<file path="src/hdl/cdr_map.vh">
// Register map and constants of the processor clock generator
`ifndef CDR_MAP_VH
`define CDR_MAP_VH

// ****************************************************************
// Register offsets
// ****************************************************************
`define CDR_CTRL_OFS       12'h000
`define CDR_STAT_OFS       12'h004

// ****************************************************************
// Control fields and reset value
// ****************************************************************
`define CDR_CTRL_SRC_BIT   0
`define CDR_CTRL_RST       32'h0000_0000

// ****************************************************************
// Status fields
// ****************************************************************
`define CDR_STAT_CLK_BIT   0
`define CDR_STAT_PER_BIT   1
`define CDR_STAT_RST_BIT   2
`define CDR_STAT_RDY_BIT   3
`define CDR_STAT_ST1_BIT   4
`define CDR_STAT_SRC_BIT   5
`define CDR_STAT_CNT_LSB   8
`define CDR_STAT_CNT_MSB   9

// ****************************************************************
// Divider counts
// ****************************************************************
`define CDR_CNT_FIRST      2'h0
`define CDR_CNT_LAST       2'h2

`endif

</file>
<file path="src/hdl/cdr_clock_divider_ready_sync.v">
// Processor clock divider, reset synchroniser and ready synchroniser
//
// Our own choices: register access over APB and the register addresses.
`timescale 1ns/1ps
`include "cdr_map.vh"
`default_nettype none

module cdr_clock_divider_ready_sync
(
  // APB slave
  input  wire        pclk,
  input  wire        presetn,
  input  wire        psel,
  input  wire        penable,
  input  wire        pwrite,
  input  wire [11:0] paddr,
  input  wire [31:0] pwdata,
  output reg  [31:0] prdata,
  output wire        pready,
  output wire        pslverr,
  // Clock sources
  input  wire        crystal_pin_a,
  output reg         crystal_pin_b,
  input  wire        external_freq_in,
  input  wire        counter_clear_align,
  // Clock outputs
  output reg         crystal_buffer_out,
  output reg         cpu_clk_out,
  output reg         periph_clk_out,
  // Reset
  input  wire        power_on_request_n,
  output reg         cpu_reset_out,
  // Ready path
  input  wire        bus_qualifier_one_n,
  input  wire        bus_qualifier_two_n,
  input  wire        bus_done_one,
  input  wire        bus_done_two,
  input  wire        sync_depth_select,
  output reg         ready_out
);

  // ****************************************************************
  // Declarations
  // ****************************************************************
  reg  [31:0] ctrl_ff;
  reg         src_prev_ff;
  reg  [1:0]  cnt_ff;
  reg         stage_one_ff;
  reg  [1:0]  nxt_cnt;
  reg         nxt_cpu_clk;
  wire        src_sel;
  wire        src_level;
  wire        src_rise;
  wire        clk_rise;
  wire        clk_fall;
  wire        ready_req;
  wire        addr_ok;
  wire        wr_en;
  wire        rd_setup;
  reg  [31:0] status;

  // ****************************************************************
  // APB slave
  // ****************************************************************
  assign addr_ok = (paddr == `CDR_CTRL_OFS) || (paddr == `CDR_STAT_OFS);
  assign pready  = 1'b1;
  assign pslverr = psel & penable & ~addr_ok;
  assign wr_en   = psel & penable & pwrite & (paddr == `CDR_CTRL_OFS);

  // ****************************************************************
  // Read decode
  // ****************************************************************
  assign rd_setup = psel & ~penable & ~pwrite;

  // ****************************************************************
  // Status word
  // ****************************************************************
  always @*
  begin
    status = 32'h0000_0000;
    status[`CDR_STAT_CLK_BIT] = cpu_clk_out;
    status[`CDR_STAT_PER_BIT] = periph_clk_out;
    status[`CDR_STAT_RST_BIT] = cpu_reset_out;
    status[`CDR_STAT_RDY_BIT] = ready_out;
    status[`CDR_STAT_ST1_BIT] = stage_one_ff;
    status[`CDR_STAT_SRC_BIT] = src_sel;
    status[`CDR_STAT_CNT_MSB:`CDR_STAT_CNT_LSB] = cnt_ff;
  end

  // ****************************************************************
  // Control register
  // ****************************************************************
  always @(posedge pclk or negedge presetn)
  begin
    if (!presetn)
    begin
      ctrl_ff <= `CDR_CTRL_RST;
    end
    else if (wr_en)
    begin
      ctrl_ff <= {31'h0, pwdata[`CDR_CTRL_SRC_BIT]};
    end
  end

  // ****************************************************************
  // Read data
  // ****************************************************************
  always @(posedge pclk or negedge presetn)
  begin
    if (!presetn)
    begin
      prdata <= 32'h0000_0000;
    end
    else if (rd_setup)
    begin
      if (paddr == `CDR_CTRL_OFS)
      begin
        prdata <= ctrl_ff;
      end
      else if (paddr == `CDR_STAT_OFS)
      begin
        prdata <= status;
      end
      else
      begin
        prdata <= 32'h0000_0000;
      end
    end
  end

  // ****************************************************************
  // Source select and rising-edge detect
  // ****************************************************************
  assign src_sel   = ctrl_ff[`CDR_CTRL_SRC_BIT];
  assign src_level = src_sel ? external_freq_in : crystal_pin_a;
  assign src_rise  = src_level & ~src_prev_ff;

  always @(posedge pclk or negedge presetn)
  begin
    if (!presetn)
    begin
      src_prev_ff <= 1'b0;
    end
    else
    begin
      src_prev_ff <= src_level;
    end
  end

  // ****************************************************************
  // Oscillator buffer and feedback
  // ****************************************************************
  always @(posedge pclk or negedge presetn)
  begin
    if (!presetn)
    begin
      crystal_buffer_out <= 1'b0;
      crystal_pin_b      <= 1'b1;
    end
    else
    begin
      crystal_buffer_out <= crystal_pin_a;
      crystal_pin_b      <= ~crystal_pin_a;
    end
  end

  // ****************************************************************
  // Divide by three
  // ****************************************************************
  always @*
  begin
    nxt_cnt = cnt_ff;
    if (counter_clear_align)
    begin
      nxt_cnt = `CDR_CNT_FIRST;
    end
    else if (src_rise)
    begin
      if (cnt_ff == `CDR_CNT_LAST)
      begin
        nxt_cnt = `CDR_CNT_FIRST;
      end
      else
      begin
        nxt_cnt = cnt_ff + 2'h1;
      end
    end
    nxt_cpu_clk = (nxt_cnt == `CDR_CNT_LAST);
  end

  // ****************************************************************
  // Clock events
  // ****************************************************************
  assign clk_rise = nxt_cpu_clk & ~cpu_clk_out;
  assign clk_fall = ~nxt_cpu_clk & cpu_clk_out;

  always @(posedge pclk or negedge presetn)
  begin
    if (!presetn)
    begin
      cnt_ff      <= `CDR_CNT_FIRST;
      cpu_clk_out <= 1'b0;
    end
    else
    begin
      cnt_ff      <= nxt_cnt;
      cpu_clk_out <= nxt_cpu_clk;
    end
  end

  // ****************************************************************
  // Peripheral clock
  // ****************************************************************
  always @(posedge pclk or negedge presetn)
  begin
    if (!presetn)
    begin
      periph_clk_out <= 1'b0;
    end
    else
    begin
      if (counter_clear_align)
      begin
        periph_clk_out <= 1'b0;
      end
      else if (clk_rise)
      begin
        periph_clk_out <= ~periph_clk_out;
      end
    end
  end

  // ****************************************************************
  // Reset synchroniser
  // ****************************************************************
  always @(posedge pclk or negedge presetn)
  begin
    if (!presetn)
    begin
      cpu_reset_out <= 1'b1;
    end
    else if (clk_fall)
    begin
      cpu_reset_out <= ~power_on_request_n;
    end
  end

  // ****************************************************************
  // Ready synchroniser
  // ****************************************************************
  assign ready_req = (~bus_qualifier_one_n & bus_done_one)
                   | (~bus_qualifier_two_n & bus_done_two);

  // ****************************************************************
  // Stage one
  // ****************************************************************
  always @(posedge pclk or negedge presetn)
  begin
    if (!presetn)
    begin
      stage_one_ff <= 1'b0;
    end
    else if (clk_rise)
    begin
      stage_one_ff <= ready_req;
    end
  end

  // ****************************************************************
  // Stage two
  // ****************************************************************
  always @(posedge pclk or negedge presetn)
  begin
    if (!presetn)
    begin
      ready_out <= 1'b0;
    end
    else
    begin
      if (clk_fall)
      begin
        if (sync_depth_select)
        begin
          ready_out <= ready_req;
        end
        else
        begin
          ready_out <= ready_req & stage_one_ff;
        end
      end
    end
  end

endmodule // cdr_clock_divider_ready_sync

`default_nettype wire

</file>
<file path="config.mk">
export PLATFORM = sky130hd
export DESIGN_NAME = cdr_clock_divider_ready_sync
export DESIGN_NICKNAME = d
export VERILOG_FILES = /design/src/hdl/cdr_clock_divider_ready_sync.v
export VERILOG_INCLUDE_DIRS = /design/src /design/src/hdl
export SDC_FILE = /design/constraint.sdc
export NUM_CORES = 1
export LEC_CHECK = 0
export BUFFER_PORTS_ARGS = -buffer_cell sky130_fd_sc_hd__buf_2
export CAP_MARGIN = 10
export CORE_MARGIN = 5
export CORE_UTILIZATION = 36
export CTS_CLUSTER_DIAMETER = 80
export DETAILED_ROUTE_END_ITERATION = 10
export PLACE_DENSITY = 0.77
export SLEW_MARGIN = 20
export SYNTH_ARGS = -nofsm -noshare
export SYNTH_HDL_FRONTEND = slang
export SYNTH_SLANG_ARGS = --single-unit
</file>
<file path="constraint.sdc">
create_clock -name pclk -period 2 [get_ports pclk]
set_input_delay 0.1 -clock pclk [delete_from_list [all_inputs] [get_ports pclk]]
set_output_delay 0.1 -clock pclk [all_outputs]
set_load 0.005 [all_outputs]
</file>
==> summary.md <==
| Metric | Value |
|---|---|
| TritonCTS Buffers | `3` |
| Vias post-DR | `830` |
| Max-Slew Margin vs Limit | `roughly three fifths` |
| DRT Pass-1 Iters | `4` |
| Most frequent cells in the layout | `buf_2 (41), conb_1 (25), dfrtp_1 (17)` |
| Die W | `63.55 um` |
| Root Buffer | `clkbuf_4` |
| Seq/Total Area, Yosys | `between 40% and 50%` |
| Die H | `63.55 um` |
| Area growth, synth to finish | `20.12%` |
| Post-Syn Area per Cell | `between 10 and 15 sq um` |
| Min Tclk post-route | `about 1800 ps` |
| Total grt overflow | `0` |
| Iter 0 DRT Violations | `32` |
| Vias in the first global route | `between 800 and 900` |
| Clock transition at path regs | `about 100 ps` |
| FF+latch count, synth | `19` |
| Clk buf depth | `2` |
| RD Place Congestion | `approximately 0.74` |
| Finish-stage setup viols | `0` |
| CP Max Fanout | `7` |
| Comb power frac | `15.9%` |
| Leakage | `0.7022 nW` |
| Max Freq | `551.8 MHz` |
| Hold slack | `30.50 ps` |
| Final #Nets | `206` |
| Distinct cell type count after synthesis | `28` |
| Post-route insts no fill | `178` |
| Leading post-synthesis cells by cell area | `dfrtp_1 (41%), buf_4 (18%), a22o_1 (5.9%)` |
| Predominant post-synthesis flop cell | `dfrtp_1` |
| # fillers | `around 280` |
| Yosys top cell area share | `41.21%` |
| CP Cell Sequence | `mux2i_1, or4b_4, a21oi_2, mux2_1` |
| DPL Wire Length | `1885 um` |
| Mapped Area | `~1000 sq um` |
| Ys async rst share | `100.0%` |
| Worst stage delay on the critical path | `roughly 550 ps` |
| Clk_lat worst skew | `290 ps` |
| Port buffer count | `41` |
| Slowest cell on crit path | `or4b_4` |
| Peak supply drop | `between 0.3 and 0.4 mV` |
| Die area | `approximately 4000 sq um` |
| Max-cap violations | `0` |
| DRC Markers | `0` |
| Setup Skew | `4.584 ps` |
| Design Area, Final | `1240 sq um` |
| Postcts setup bufs | `0` |
| Antenna violations before repair | `0` |
| Initial Util | `37.43%` |
| Fin crit share | `90.61%` |
| CTS tree | `built` |
| Post-route ant nets | `0` |
| Crit path max-delay family | `multiplexers` |
| Most common cell after layout, fill and taps aside | `buf_2` |
| CP Data Arrival Time | `1990 ps` |
| CP Launch Type | `flop` |
| Cell taking the most area after synthesis | `dfrtp_1` |
| Final worst setup slack | `approximately 190 ps` |
| Fraction of layout cells with a size suffix above 1 | `about 35%` |
| Cell Int Power | `0.5499 mW` |
| Post-synth EDFFs | `0` |
| Post-Place Cells | `171` |
| Overall global routing resource usage | `11.17%` |
| Final Hold Fails | `0` |
| Status | `complete, no violations` |
| Crit Path Class | `flop to flop` |
| Site Rows | `19` |
| Total Wirelength | `2256 um` |
| Largest net degree at the start of global routing | `20` |
| Yosys warns | `0` |
| Diodes inserted | `0` |
| H-tree Lvls | `1` |
| Core Box Area | `2758 sq um` |
| HP Class | `input port to flop` |
| Unrepaired setup endpoints after global routing | `no` |
| Pins over their slew limit | `0` |
| Nature of the critical path endpoint | `flop` |
| WP buf/inv | `0` |
| Setup Slack @ Placement | `about 210 ps` |
| Total Neg Setup Slack | `0 ps` |
| First-pass GRT wire length | `around 3700 um` |
| Pwr dens | `600.4 nW/um^2` |
| Sw Share | `26.13%` |
| Clock sink total | `19` |
| Sequential fraction of design power | `a little under 60%` |
| Placed inst area | `1182 sq um` |
| Switching power | `0.1945 mW` |
| Actual slew at the worst max-slew pin | `568.4 ps` |
| Wirelength per Cell | `around 13 um` |
| Gate Count Post-Synth | `100` |
| Clk network pwr share | `24.8%` |
| Crit path required time | `around 2200 ps` |
| IO Pins | `98` |
| Vias per cell | `4.663` |
-- repair_timing --
item	4_1_cts	5_1_grt
gates resized for setup	0	0
hold buffers	3	0
hold endpoints to repair	20	0
-- stage by stage --
stage	util [%]	power [mW]
5_1_grt	44.96	0.8007
3_5_place_dp	42.88	0.5644
3_3_place_gp	42.88	0.5588
4_1_cts	44.96	0.7561
6_report	44.96	0.7444
2_1_floorplan	-	0.5323
-- area by class of cell --
class	instances	area, sq um	area share (%)
well taps	31	38.79	3.128
repair buffers	45	242.7	19.58
multi-input cells	71	422.9	34.11
clock buffers	3	22.52	1.816
clock inverters	1	5.005	0.4036
inverters	8	30.03	2.422
flip-flops and latches	19	478.0	38.55
-- worst paths after layout --
kind | startpoint | slack [ps] | endpoint | depth (start not counted)
hold / removal | counter_clear_align | 30 | cnt_ff[0] | 2
max in group asynchronous | presetn | 1420 | crystal_pin_b | 2
setup reg to reg | ctrl_ff[0] | 190 | periph_clk_out | 4
hold reg to reg | cpu_reset_out | 480 | cpu_reset_out | 2
min in group asynchronous | presetn | 260 | prdata[5] | 2
setup / recovery | ctrl_ff[0] | 190 | periph_clk_out | 4
-- power groups by stage --
stage / logic [mW] / registers, mW / clock network [mW]
finish: 0.119 / 0.441 / 0.185
global placement: 0.111 / 0.448 / 0
global route: 0.140 / 0.447 / 0.214
floorplan: 0.0852 / 0.447 / 0
detailed placement: 0.115 / 0.449 / 0
CTS: 0.120 / 0.441 / 0.194
-- cell families (layout without fill, tap and decap cells) --
logic type,Yosys count,after routing,share of synthesized area [%]
flops,19,19,46.30
other cells,2,25,0.7275
compound gates,18,18,12.24
buf+inv,33,57,21.09
mux,7,7,7.151
simple gates,21,21,12.49
-- per-layer routing --
layer  routed length (um)  GRT usage, %  part of all wire [%]  vias up
li1                     -             -                     -      391
met5                    0             0                     0        -
met1                  809         12.27                    36      383
met3                  367         5.684                    16        2
met4                   12         5.195                  0.53        0
met2                 1066         17.77                    47       54
-- synth_stat cells (3+ instances only) --
cell / count
inv_1: 7
dfrtp_1: 17
a21oi_1: 3
o21ai_0: 4
mux2i_1: 4
buf_4: 25
nand2_1: 5
a22o_1: 7
mux2_1: 3
nor2_1: 3
-- state kept, by name, indices dropped and copies added (netlist names) --
signal and flops:
prdata 8, cpu_clk_out 1, cnt_ff 2, ctrl_ff 1
stage_one_ff 1, periph_clk_out 1, src_prev_ff 1, cpu_reset_out 1
crystal_buffer_out 1, crystal_pin_b 1, ready_out 1
Note: power is estimated with default switching activity, not from simulation.
